**src/rtl/vid_seq_defines.vh**
```
`ifndef VID_SEQ_DEFINES_VH
`define VID_SEQ_DEFINES_VH

// ============================================================
// Register map (byte addresses, one 32-bit word each)
`define ADDR_STATUS 4'h0
`define ADDR_PERIOD 4'h4
`define ADDR_LEVELS 4'h8

// ============================================================
// Reset values and field sizes
`define PERIOD_RESET 16'h029a
`define PERIOD_MIN 16'h0006
`define PHASES 3
`define FINE_DIV 16'h0003
`define THIRD_LAST 2'h2

// ============================================================
// Reference levels in 12.5 mV units
`define LEVEL_BASE 8'h40
`define LEVEL_UV_ARM 8'h30
`define STEP_FINE 8'h01
`define STEP_COARSE 8'h02

// ============================================================
// Soft-start ramp: 2048 oscillator periods
`define RAMP_LAST 11'h7ff
`define RAMP_SHIFT 11

// ============================================================
// Synchroniser vector layout
`define SYN_W 14
`define SYN_CODE_LO 0
`define SYN_CODE_HI 5
`define SYN_TSEL 6
`define SYN_OE 7
`define SYN_LOGIC_OK 8
`define SYN_DRV_OK 9
`define SYN_UV 10
`define SYN_OV 11
`define SYN_FB_HIGH 12
`define SYN_TRIP_RES 13

`define NO_CPU_BITS 5'h1f

`endif
```
**src/rtl/vid_reference_sequencer.v**
```verilog
// Behaviour
// - Mask over/under-voltage trips during code steps
// - Table select picks step size, sampling clock
// - Fine: detect on rise, confirm on fall
// - Fine: one 12.5mV step per sample cycle
// - Ignore code while stepping; resume next rise
// - Coarse: sample at switching rate, confirm fall
// - Coarse: 25mV steps until code reached; 12.5mV step when one unit off
// - Supplies low: shut down, high sides off
// - Enable released: soft start to code
// - Enable low: clear faults, all off
// - No-processor code: disabled, ramp-done low
// - Leave no-processor code via soft start
// - Ramp reference 0V to target, 2048 periods
// - Ramp complete drives ramp-done high
// - Under-voltage armed from 0.6V reference
// - Over-voltage armed throughout soft start
// - Under-voltage over one period latches off
// - Over-voltage latches low sides on, fault
// - Trip resistor selects fixed trip level
// - Pre-start clamp: low sides on above 1.8V
`include "vid_seq_defines.vh"

module vid_reference_sequencer (
    input wire mclk_i,
    input wire nrst_i,
    input wire wb_cyc_i,
    input wire wb_stb_i,
    input wire wb_we_i,
    input wire [3:0] wb_adr_i,
    input wire [3:0] wb_sel_i,
    input wire [31:0] wb_dat_i,
    output reg [31:0] wb_dat_o,
    output reg wb_ack_o,
    input wire [5:0] voltage_code_bits_i,
    input wire table_select_i,
    input wire output_enable_pin_i,
    input wire logic_supply_ok_i,
    input wire driver_supply_ok_i,
    input wire under_voltage_cmp_i,
    input wire over_voltage_cmp_i,
    input wire remote_feedback_high_i,
    input wire trip_level_resistor_i,
    output reg [7:0] ref_level_o,
    output reg ramp_done_o,
    output reg fault_flag_pin_o,
    output reg under_voltage_trip_armed_o,
    output reg over_voltage_trip_armed_o,
    output reg trip_level_fixed_o,
    output reg [`PHASES-1:0] high_side_allow_o,
    output reg [`PHASES-1:0] low_side_force_o
);

    // ============================================================
    // Input synchronisers
    wire [`SYN_W-1:0] raw_in;
    reg [`SYN_W-1:0] sync_a;
    reg [`SYN_W-1:0] sync_b;

    assign raw_in = {trip_level_resistor_i, remote_feedback_high_i, over_voltage_cmp_i,
                     under_voltage_cmp_i, driver_supply_ok_i, logic_supply_ok_i,
                     output_enable_pin_i, table_select_i, voltage_code_bits_i};

    // Two flops; only sync_b is read by logic
    always @(posedge mclk_i or negedge nrst_i) begin
        if (!nrst_i) begin
            sync_a <= {`SYN_W{1'b0}};
            sync_b <= {`SYN_W{1'b0}};
        end else begin
            sync_a <= raw_in;
            sync_b <= sync_a;
        end
    end

    wire [5:0] code = sync_b[`SYN_CODE_HI:`SYN_CODE_LO];
    wire fine_sel = sync_b[`SYN_TSEL];
    wire logic_ok = sync_b[`SYN_LOGIC_OK];
    wire drv_ok = sync_b[`SYN_DRV_OK];
    wire enabled = sync_b[`SYN_OE] & logic_ok & drv_ok;
    wire uv_now = sync_b[`SYN_UV];
    wire ov_now = sync_b[`SYN_OV];
    wire no_cpu = (code[5:1] == `NO_CPU_BITS);

    // ============================================================
    // Sampling clock: rise and fall ticks from the switching period
    reg [15:0] sw_period;
    reg [15:0] div_cnt;
    reg [1:0] third_cnt;
    reg osc_tick;
    reg rise_tick;
    reg fall_tick;
    wire [15:0] sample_len;
    wire [15:0] half_len;

    // Fine table samples at three times the switching rate
    assign sample_len = fine_sel ? (sw_period / `FINE_DIV) : sw_period;
    assign half_len = {1'b0, sample_len[15:1]};

    // Period change takes effect at once; the >= compare means the counter never overruns
    always @(posedge mclk_i or negedge nrst_i) begin
        if (!nrst_i) begin
            div_cnt <= 16'h0000;
            third_cnt <= 2'h0;
            rise_tick <= 1'b0;
            fall_tick <= 1'b0;
            osc_tick <= 1'b0;
        end else begin
            rise_tick <= 1'b0;
            fall_tick <= 1'b0;
            osc_tick <= 1'b0;
            if (div_cnt + 16'h0001 >= sample_len) begin
                div_cnt <= 16'h0000;
                rise_tick <= 1'b1;
                if (!fine_sel || third_cnt == `THIRD_LAST) begin
                    third_cnt <= 2'h0;
                    osc_tick <= 1'b1;
                end else begin
                    third_cnt <= third_cnt + 2'h1;
                end
            end else begin
                div_cnt <= div_cnt + 16'h0001;
                if (div_cnt + 16'h0001 == half_len) begin
                    fall_tick <= 1'b1;
                end
            end
        end
    end

    // ============================================================
    // Target level for the applied code
    function [7:0] code_level;
        input [5:0] c;
        input fine;
        begin
            if (fine) begin
                code_level = `LEVEL_BASE + {2'b00, c};
            end else begin
                code_level = `LEVEL_BASE + {2'b00, c[4:0], 1'b0}
                             + {6'h00, c[5], 1'b0};
            end
        end
    endfunction

    // ============================================================
    // Sequencer state machine
    localparam ST_OFF = 6'h01;
    localparam ST_SOFT = 6'h02;
    localparam ST_RUN = 6'h04;
    localparam ST_STEP = 6'h08;
    localparam ST_UVF = 6'h10;
    localparam ST_OVF = 6'h20;

    reg [5:0] state;
    reg [5:0] next_state;
    reg [7:0] ref_level;
    reg [7:0] target;
    reg [5:0] applied_code;
    reg [5:0] cand_code;
    reg cand_valid;
    reg confirmed;
    reg [10:0] ramp_cnt;
    reg uv_seen;
    reg ramp_ok;
    reg [18:0] ramp_prod;
    wire [7:0] ramp_level;
    wire [7:0] step_size;
    wire stepping;

    assign step_size = (fine_sel || ((target > ref_level ? target - ref_level :
                       ref_level - target) == `STEP_FINE)) ? `STEP_FINE : `STEP_COARSE;
    assign stepping = (state == ST_STEP);

    // Ramp reference as a fraction of the target
    always @* begin
        ramp_prod = {11'h000, target} * {8'h00, ramp_cnt};
    end
    assign ramp_level = ramp_prod[18:`RAMP_SHIFT];

    // Transition choice; disable outranks faults, no-processor code outranks all but a latched fault, faults outrank other moves
    always @* begin
        next_state = state;
        case (state)
            ST_OFF: begin
                if (enabled && !no_cpu) begin
                    next_state = ST_SOFT;
                end
            end
            ST_SOFT: begin
                if (ov_now) begin
                    next_state = ST_OVF;
                end else if (uv_now && uv_seen && osc_tick && ramp_level >= `LEVEL_UV_ARM) begin
                    next_state = ST_UVF;
                end else if (osc_tick && ramp_cnt == `RAMP_LAST) begin
                    next_state = ST_RUN;
                end
            end
            ST_RUN: begin
                if (ov_now) begin
                    next_state = ST_OVF;
                end else if (uv_now && uv_seen && osc_tick) begin
                    next_state = ST_UVF;
                end else if (rise_tick && confirmed) begin
                    next_state = ST_STEP;
                end
            end
            ST_STEP: begin
                if (rise_tick && ref_level == target) begin
                    next_state = ST_RUN;
                end
            end
            ST_UVF: next_state = ST_UVF;
            ST_OVF: next_state = ST_OVF;
            default: next_state = ST_OFF;
        endcase
        if (!enabled) begin
            next_state = ST_OFF;
        end else if (no_cpu && (state == ST_OFF || state == ST_SOFT ||
                     state == ST_RUN || state == ST_STEP)) begin
            next_state = ST_OFF;
        end
    end

    always @(posedge mclk_i or negedge nrst_i) begin
        if (!nrst_i) begin
            state <= ST_OFF;
        end else begin
            state <= next_state;
        end
    end

    // ============================================================
    // Code monitor: detect on rise, confirm on the following fall
    always @(posedge mclk_i or negedge nrst_i) begin
        if (!nrst_i) begin
            applied_code <= 6'h00;
            cand_code <= 6'h00;
            cand_valid <= 1'b0;
            confirmed <= 1'b0;
            target <= 8'h00;
        end else if (state != ST_RUN) begin
            cand_valid <= 1'b0;
            confirmed <= 1'b0;
            if (state == ST_OFF) begin
                applied_code <= code;
                target <= code_level(code, fine_sel);
            end
        end else if (!confirmed) begin
            // Changes during a step are seen at the first rise back in RUN: monitor runs in RUN only
            if (rise_tick) begin
                cand_valid <= (code != applied_code);
                cand_code <= code;
            end else if (fall_tick && cand_valid) begin
                cand_valid <= 1'b0;
                if (code == cand_code) begin
                    confirmed <= 1'b1;
                    applied_code <= cand_code;
                    target <= code_level(cand_code, fine_sel);
                end
            end
        end else if (rise_tick) begin
            confirmed <= 1'b0;
        end
    end

    // ============================================================
    // Reference stepping and soft-start ramp
    always @(posedge mclk_i or negedge nrst_i) begin
        if (!nrst_i) begin
            ref_level <= 8'h00;
            ramp_cnt <= 11'h000;
            ramp_ok <= 1'b0;
        end else begin
            case (state)
                ST_SOFT: begin
                    ref_level <= ramp_level;
                    if (osc_tick && ramp_cnt != `RAMP_LAST) begin
                        ramp_cnt <= ramp_cnt + 11'h001;
                    end
                    if (osc_tick && ramp_cnt == `RAMP_LAST) begin
                        ramp_ok <= 1'b1;
                        ref_level <= target;
                    end
                end
                ST_RUN: begin
                    // First step lands on the rise tick that leaves RUN
                    if (rise_tick && confirmed && ref_level < target) begin
                        ref_level <= ref_level + step_size;
                    end else if (rise_tick && confirmed && ref_level > target) begin
                        ref_level <= ref_level - step_size;
                    end
                end
                ST_STEP: begin
                    if (rise_tick && ref_level < target) begin
                        ref_level <= ref_level + step_size;
                    end else if (rise_tick && ref_level > target) begin
                        ref_level <= ref_level - step_size;
                    end
                end
                ST_OFF: begin
                    ref_level <= 8'h00;
                    ramp_cnt <= 11'h000;
                    ramp_ok <= 1'b0;
                end
                default: ref_level <= ref_level;
            endcase
        end
    end

    // Under-voltage must persist across a full oscillator period
    always @(posedge mclk_i or negedge nrst_i) begin
        if (!nrst_i) begin
            uv_seen <= 1'b0;
        end else if (!uv_now || stepping || state == ST_OFF) begin
            uv_seen <= 1'b0;
        end else if (osc_tick) begin
            uv_seen <= 1'b1;
        end
    end

    // ============================================================
    // Registered outputs
    always @(posedge mclk_i or negedge nrst_i) begin
        if (!nrst_i) begin
            ref_level_o <= 8'h00;
            ramp_done_o <= 1'b0;
            fault_flag_pin_o <= 1'b0;
            under_voltage_trip_armed_o <= 1'b0;
            over_voltage_trip_armed_o <= 1'b0;
            trip_level_fixed_o <= 1'b0;
        end else begin
            ref_level_o <= ref_level;
            ramp_done_o <= ramp_ok && (state == ST_RUN || state == ST_STEP);
            fault_flag_pin_o <= (state == ST_UVF || state == ST_OVF);
            under_voltage_trip_armed_o <= (state == ST_RUN) ||
                (state == ST_SOFT && ramp_level >= `LEVEL_UV_ARM);
            over_voltage_trip_armed_o <= (state == ST_RUN || state == ST_SOFT);
            trip_level_fixed_o <= sync_b[`SYN_TRIP_RES];
        end
    end

    // Per-phase gate permissions; crowbar and pre-start clamp force low sides
    genvar ph;
    generate
        for (ph = 0; ph < `PHASES; ph = ph + 1) begin : phase_gates
            always @(posedge mclk_i or negedge nrst_i) begin
                if (!nrst_i) begin
                    high_side_allow_o[ph] <= 1'b0;
                    low_side_force_o[ph] <= 1'b0;
                end else begin
                    high_side_allow_o[ph] <= (state == ST_SOFT || state == ST_RUN ||
                                              state == ST_STEP);
                    low_side_force_o[ph] <= (state == ST_OVF) ||
                        (!logic_ok && sync_b[`SYN_FB_HIGH]);
                end
            end
        end
    endgenerate

    // ============================================================
    // Wishbone classic slave: one-wait-state ack
    wire bus_req = wb_cyc_i & wb_stb_i & ~wb_ack_o;

    always @(posedge mclk_i or negedge nrst_i) begin
        if (!nrst_i) begin
            wb_ack_o <= 1'b0;
            wb_dat_o <= 32'h00000000;
            sw_period <= `PERIOD_RESET;
        end else begin
            wb_ack_o <= bus_req;
            if (bus_req && wb_we_i && wb_adr_i == `ADDR_PERIOD) begin
                // Too short a period would starve the fall tick
                if (wb_sel_i[0]) begin
                    sw_period[7:0] <= wb_dat_i[7:0];
                end
                if (wb_sel_i[1]) begin
                    sw_period[15:8] <= wb_dat_i[15:8];
                end
            end else if (sw_period < `PERIOD_MIN) begin
                sw_period <= `PERIOD_MIN;
            end
            if (bus_req && !wb_we_i) begin
                case (wb_adr_i)
                    `ADDR_STATUS: wb_dat_o <= {20'h00000, applied_code, state};
                    `ADDR_PERIOD: wb_dat_o <= {16'h0000, sw_period};
                    `ADDR_LEVELS: wb_dat_o <= {5'h00, ramp_cnt, target, ref_level};
                    default: wb_dat_o <= 32'h00000000;
                endcase
            end
        end
    end

endmodule

```
**config.mk**
```make
export PLATFORM = sky130hd
export DESIGN_NAME = vid_reference_sequencer
export DESIGN_NICKNAME = d
export VERILOG_FILES = /design/src/rtl/vid_reference_sequencer.v
export VERILOG_INCLUDE_DIRS = /design/src /design/src/rtl
export SDC_FILE = /design/constraint.sdc
export NUM_CORES = 1
export LEC_CHECK = 0
export ABC_CLOCK_PERIOD_IN_PS = 6100
export BUFFER_PORTS_ARGS = -buffer_cell sky130_fd_sc_hd__buf_2
export CAP_MARGIN = 10
export CORE_ASPECT_RATIO = 1.4
export CORE_MARGIN = 2
export CORE_UTILIZATION = 40
export CTS_CLUSTER_DIAMETER = 150
export DETAILED_ROUTE_END_ITERATION = 6
export GPL_TIMING_DRIVEN = 0
export HOLD_SLACK_MARGIN = 0.1
export MAX_ROUTING_LAYER = met4
export PLACE_DENSITY = 0.6
export RECOVER_POWER = 100
export SETUP_SLACK_MARGIN = 0.15
export SLEW_MARGIN = 15
export SYNTH_ARGS = -nofsm -noshare
export SYNTH_HDL_FRONTEND = slang
export SYNTH_SLANG_ARGS = --single-unit
```
**constraint.sdc**
```tcl
create_clock -name mclk_i -period 6.1 [get_ports mclk_i]
set_clock_uncertainty 0.1 [all_clocks]
set_input_delay 1.22 -clock mclk_i [delete_from_list [all_inputs] [get_ports mclk_i]]
set_output_delay 1.22 -clock mclk_i [all_outputs]
set_load 0.05 [all_outputs]
```
# Word-level counts from Yosys, hierarchy flattened
# Cells that the tools add are included.
[totals] register_bits=162 inputBits=59 out_inout_bits=52 elab_cells=205
[op_classes] n_addsub=13 n_mul=1 div=1 order_cmp=6 n_eq_ne=31 n_mux=62 bitwise=7 n_reduce_logical=55
[ops] operator="$mux W8" n=16
[ops] operator="$mux W6" n=16
[ops] operator="$pmux W27 S3" n=1
[ops] operator="$mux W16" n=4
[ops] operator="$pmux W6 S6" n=1
[ops] operator="$add A7 B6 Y8 const A" n=4
[ops] operator="$pmux W8 S4" n=1
[ops] operator="$add A8 B2 Y8" n=3
[ops] operator="$pmux W11 S2" n=1
[ops] operator="$logic_and A1 B1 Y1" n=20
[ops] operator="$mul A8 B11 Y19" n=1
[ops] operator="$mux W1" n=18
[ops] operator="$add A16 B1 Y16 const B" n=1
[ops] operator="$div A16 B2 Y16 const B" n=1
[ops] operator="$eq A16 B15 Y1" n=1
[ops] operator="$ge A16 B16 Y1" n=1
[ops] operator="$gt A8 B8 Y1" n=2
[ops] operator="$lt A16 B3 Y1 const B" n=1
[ops] operator="$sub A8 B8 Y8" n=2
[ops] operator="$logic_or A1 B1 Y1" n=13
[ops] operator="$ne A6 B6 Y1 const B" n=2
[ops] operator="$add A11 B1 Y11 const B" n=1
[ops] operator="$eq A11 B11 Y1 const B" n=1
[ops] operator="$mux W11" n=1
[ops] operator="39 further kinds" n=63

# Logic depth before layout (Yosys ltp)
[logic_depth] word_depth=9 depth_mapped=37 depth_no_buf=32

# Least setup slack after synthesis
# Ideal clock, no wire load.
[synth_path] kind="reg-to-reg" from="reg sw_period[12]" to="reg fall_tick" setup_time_ns=0.111 arrival_ns=6.458 t_required_ns=5.889 slack_ns=-0.569 path_stages_with_launch=35 path_buffers=3 period_less_slack_ns=6.669 cell_sequence="dfrtp_1 -> buf_6 -> nand2b_1 -> o211a_1 -> o32a_2 -> nand2_2 -> buf_6 -> a21o_2 -> nand2_1 -> o22ai_1 -> nand3_1 -> a32oi_1 -> o21ai_4 -> o21ai_0 -> ha_1 -> buf_1 -> nor2_1 -> a311o_1 -> a21oi_1 -> o2bb2ai_1 -> a31oi_1 -> ha_1 -> nand2b_1 -> a21o_1 -> a21o_1 -> a21o_1 -> a21o_1 -> a21o_1 -> a21o_1 -> a21oi_1 -> o21ai_0 -> a221o_1 -> nor4_1 -> nand3_1 -> a2111oi_2"
[synth_between] elab_chain_len=5 word_cells_on_any_way=6 cone_classes="div (1); order compare (1); eq/ne (1); mux (3)"
[synth_rtl] item="start, declared" line_no="vid_reference_sequencer.v:86" rtl="reg [15:0] sw_period;"
[synth_rtl] item="start signal, assigned" line_no="vid_reference_sequencer.v:367" rtl="sw_period <= `PERIOD_RESET;"
[synth_rtl] item="start signal, assigned" line_no="vid_reference_sequencer.v:376" rtl="sw_period[15:8] <= wb_dat_i[15:8];"
[synth_rtl] item="start signal, assigned" line_no="vid_reference_sequencer.v:379" rtl="sw_period <= `PERIOD_MIN;"
[synth_rtl] item="$div A16 B2 Y16 (no source line)"
[synth_rtl] item="$mux W16 *" line_no="vid_reference_sequencer.v:96" rtl="assign sample_len = fine_sel ? (sw_period / `FINE_DIV) : sw_period;"
[synth_rtl] item="branches (longest 2 deep; another with $ge A16 B16 Y1)"
[synth_rtl] item="$mux W1 *" line_no="vid_reference_sequencer.v:111" rtl="if (div_cnt + 16'h0001 >= sample_len) begin"
[synth_rtl] item="end signal, assigned" line_no="vid_reference_sequencer.v:105" rtl="fall_tick <= 1'b0;"
[synth_rtl] item="end signal, assigned" line_no="vid_reference_sequencer.v:109" rtl="fall_tick <= 1'b0;"
[synth_rtl] item="end signal, assigned" line_no="vid_reference_sequencer.v:123" rtl="fall_tick <= 1'b1;"
[synth_rtl] item="end, declared" line_no="vid_reference_sequencer.v:91" rtl="reg fall_tick;"
# Every way passes the cells marked *.
# A chain may end at the register's enable or synchronous reset.

# Worst setup path after layout
# Same ends and word-level chain as after synthesis.

==> results.cfg <==
[logic_synthesis]
yosysUniqueCellTypes = 94
syn_avg_cell_area_um2 = 8.98
synth_top_family_by_area = compound AO/OA/AOI/OAI gates
yosysSeqAreaShare = 0.309
yosys.area_share.simple = 0.181
ys_warn_count = 0
synth_xor_area_frac = 0.0523
synth_edf_count = 0
ys_ff_latch = 157
synth_fa_ha_area_frac = 0.168
synth_compound_area_frac = 0.184
synth_ff_type = dfrtp_1
synth_cells = 1418
synthMuxAreaShare = 0.0368
async_reset_ff_frac = 1.00
syn_area_mm2 = 0.0127

[placement]
placement.io_buffers = 87
gp_congestion = 0.890
place_hpwl_um = 28800

[worst_setup_path]
cp-end-kind = register
cp.required_ns = 6.34
crit_path_start_kind = register
cp_top_family = compound AO/OA/AOI/OAI gates
critPathMaxFanout = 7
cp.arrival_ns = 7.19
critical_path_buf_inv_count = 5
cp_common_cell = a21o_1
critPathMaxStageDelay_ns = 0.39
critPathKind = reg -> reg
cp_slowest_cell = dfrtp_1

[cts]
clkLatencyLatePin_ns = 0.45
htree_levels = 4
cts.path.max_buffers = 2
cts.reportedPaths.clkPinSlew_ns = 0.07
cts_root_buffer = clkbuf_16
postCtsHoldBufs = 0
cts_tree = done
clock_sinks = 157
cts_inserted_buffers = 17

[routing]
dr.pass1.iters = 7
viasPerCell = 5.67
drcViolationCount = 1
wl_um = 38100
drt_iter0_markers = 606
vias = 11300
ant_nets = 0
drt-wirelength-per-cell_um = 19.2

[sta]
period_needed_ns = 6.95
fmax_mhz = 144
setup_viol = 21
drv_slew = 62
final.setup.worst_slack_ns = -0.850
rsz0062_at_grt = yes
hold_viol_final = 0
tns_ns = -13.25
finalCritPeriodShare = 1.14
maxSlewHeadroom = -1.20
tightest_slew_ns = 3.30

[power]
power.density_mw_per_mm2 = 243
p_leak_uw = 0.00697
vdd_drop_max_mv = 0.215

[layout]
syn_to_final_growth_pct = 19.6
layout.nets = 1773
num-fill-cells = 3017
post-route-util = 0.484
drive_gt1_frac = 0.174

[grt]
grt_use_total = 0.239
grt_antenna_before_repair = 2
grt_max_degree = 98
grt_pass1_wl_um = 60500
first_global_vias = 11300
gr-total-overflow = 0

[die]
rows = 77
core_mm2 = 0.0315
die_h_um = 215
io_pins = 111
die_area_mm2 = 0.0333
start_util = 0.404
fp.dieW_um = 155

[run_status]
status = finished with violations
violations = design-rule violations, max-capacitance violations, max-slew violations, negative setup slack

[min_path]
hold_class = reg -> reg

[flow_run]
maxCapViolCount = 1
==> worst register-to-register path, delay by kind of cell (launching register included) <==
family                     cells  cell delay, ns
DFF                            1            0.39
adders and majority gates      2            0.47
and+or+nand+nor                9            1.30
buffers and inverters          5            0.67
AOI/OAI and AO/OA             21            3.90
==> cells in the final DEF (no fill, tap or decap), types with 10 or more instances in the layout <==
| cell type | count |
|---|---|
| nand2_1 | 153 |
| dfrtp_1 | 146 |
| clkbuf_1 | 110 |
| inv_1 | 109 |
| nor2_1 | 86 |
| ha_1 | 79 |
| o21ai_0 | 75 |
| fa_1 | 57 |
| a21oi_1 | 52 |
| buf_4 | 49 |
| and2_1 | 43 |
| xnor2_1 | 43 |
| buf_2 | 40 |
| nand3_1 | 39 |
| xor2_1 | 31 |
| mux2_2 | 22 |
| mux2i_1 | 21 |
| a21o_1 | 20 |
| clkbuf_16 | 19 |
| nand4_1 | 18 |
| nor3_1 | 18 |
| nor2b_1 | 16 |
| and3_1 | 15 |
| buf_6 | 14 |
| o22ai_1 | 14 |
| nor2_4 | 13 |
| a222oi_1 | 13 |
| a211oi_1 | 10 |
| a22oi_1 | 10 |
==> cells by family after synthesis <==
family          after synthesis
flops                       157
fa+ha+maj                   137
xor+xnor                     76
mux                          44
simple gates                469
buf+inv                     206
other cells                   1
compound gates              328
==> what timing repair did <==
action | 4_1_cts | 5_1_grt
pin swaps | 23 | 25
hold endpoints to repair | 0 | 0
gates cloned | 1 | 2
setup buffers | 26 | 15
setup endpoints to repair | 30 | 29
resized for setup | 34 | 109
==> synth_stat cells, drive strengths merged, types with 8 or more instances <==
| cell | n | area (um2) |
|---|---|---|
| mux2i | 22 | 220 |
| nor2 | 101 | 384 |
| a22oi | 14 | 105 |
| o221ai | 9 | 78.8 |
| xnor2 | 44 | 385 |
| fa | 57 | 1140 |
| a222oi | 13 | 130 |
| clkbuf | 66 | 248 |
| nor3b | 8 | 70.1 |
| nand2b | 9 | 56.3 |
| a211oi | 12 | 95.1 |
| a21oi | 57 | 297 |
| nor3 | 22 | 115 |
| o21ai | 83 | 427 |
| and3 | 16 | 100 |
| inv | 110 | 413 |
| nand2 | 158 | 596 |
| dfrtp | 151 | 3780 |
| xor2 | 32 | 280 |
| nand3 | 41 | 205 |
| o211ai | 11 | 92.6 |
| nand4 | 18 | 113 |
| o22ai | 16 | 100 |
| mux2 | 22 | 248 |
| and2 | 45 | 282 |
| a21o | 21 | 159 |
| ha | 80 | 1000 |
| nor2b | 17 | 106 |
| buf | 29 | 215 |
| a31oi | 9 | 56.3 |
==> layer usage <==
| metal | global-route usage | vias up | part of all wire |
|---|---|---|---|
| met5 | - | - | 0 |
| met1 | 0.262 | 5603 | 0.38 |
| met3 | 0.0341 | 95 | 0.035 |
| li1 | - | 5272 | - |
| met4 | 0.125 | 0 | 0.052 |
| met2 | 0.418 | 283 | 0.53 |
==> final cells by class <==
class                           count  area [um2]  area share
Timing Repair Buffer              136         790      0.0518
Clock inverter                     12         149     0.00977
Inverter                          111         417      0.0274
Multi-Input combinational cell   1059        8460       0.555
Sequential cell                   157        3940       0.259
Clock buffer                       20         437      0.0287
Buffer                             95         547      0.0359
Antenna cell                        1        2.50    0.000164
Tap cell                          395         494      0.0324
==> report_power, final <==
part | internal, uW | switching [uW] | leakage, uW | total, uW
clock | 615 | 479 | 0.000282 | 1090
combinational | 639 | 781 | 0.00465 | 1420
sequential | 1110 | 77.5 | 0.00204 | 1190
total | 2360 | 1340 | 0.00697 | 3700
==> path summary, 6_finish.rpt <==
| kind | start | slack, ns | depth (start not counted) | to |
|---|---|---|---|---|
| max | sw_period[12] | -0.85 | 37 | fall_tick |
| min in group asynchronous | nrst_i | 1.77 | 1 | sync_a[13] |
| max in group asynchronous | nrst_i | 1.13 | 2 | target[0] |
| max reg2reg | sw_period[12] | -0.85 | 37 | fall_tick |
| min | sync_a[13] | 0.25 | 0 | sync_b[13] |
| min reg2reg | sync_a[13] | 0.25 | 0 | sync_b[13] |
==> through the flow <==
step / power, uW / hold slack, ns / cell area, um2 / setup slack (ns) / std cells
2_1_floorplan: 2000 / 0.231 / 12900 / -0.297 / 1422
3_3_place_gp: 2270 / 0.235 / 13800 / -1.23 / 1904
3_5_place_dp: 2280 / 0.235 / 13900 / -1.23 / 1909
4_1_cts: 3520 / 0.250 / 14900 / -0.708 / 1968
5_1_grt: 3890 / 0.256 / 15200 / -1.20 / 1986
6_report: 3700 / 0.248 / 15200 / -0.850 / 1986
==> state kept, by name (all words and copies together) (netlist names), 2 cells and up <==
register and cells:
applied_code 6, cand_code 6, div_cnt 16, ramp_cnt 11, ref_level 8, ref_level_o 8
state 6, sw_period 16, sync_a 14, sync_b 14, target 8, third_cnt 2
wb_dat_o 27
No activity file was read; power rests on OpenSTA's default activity.
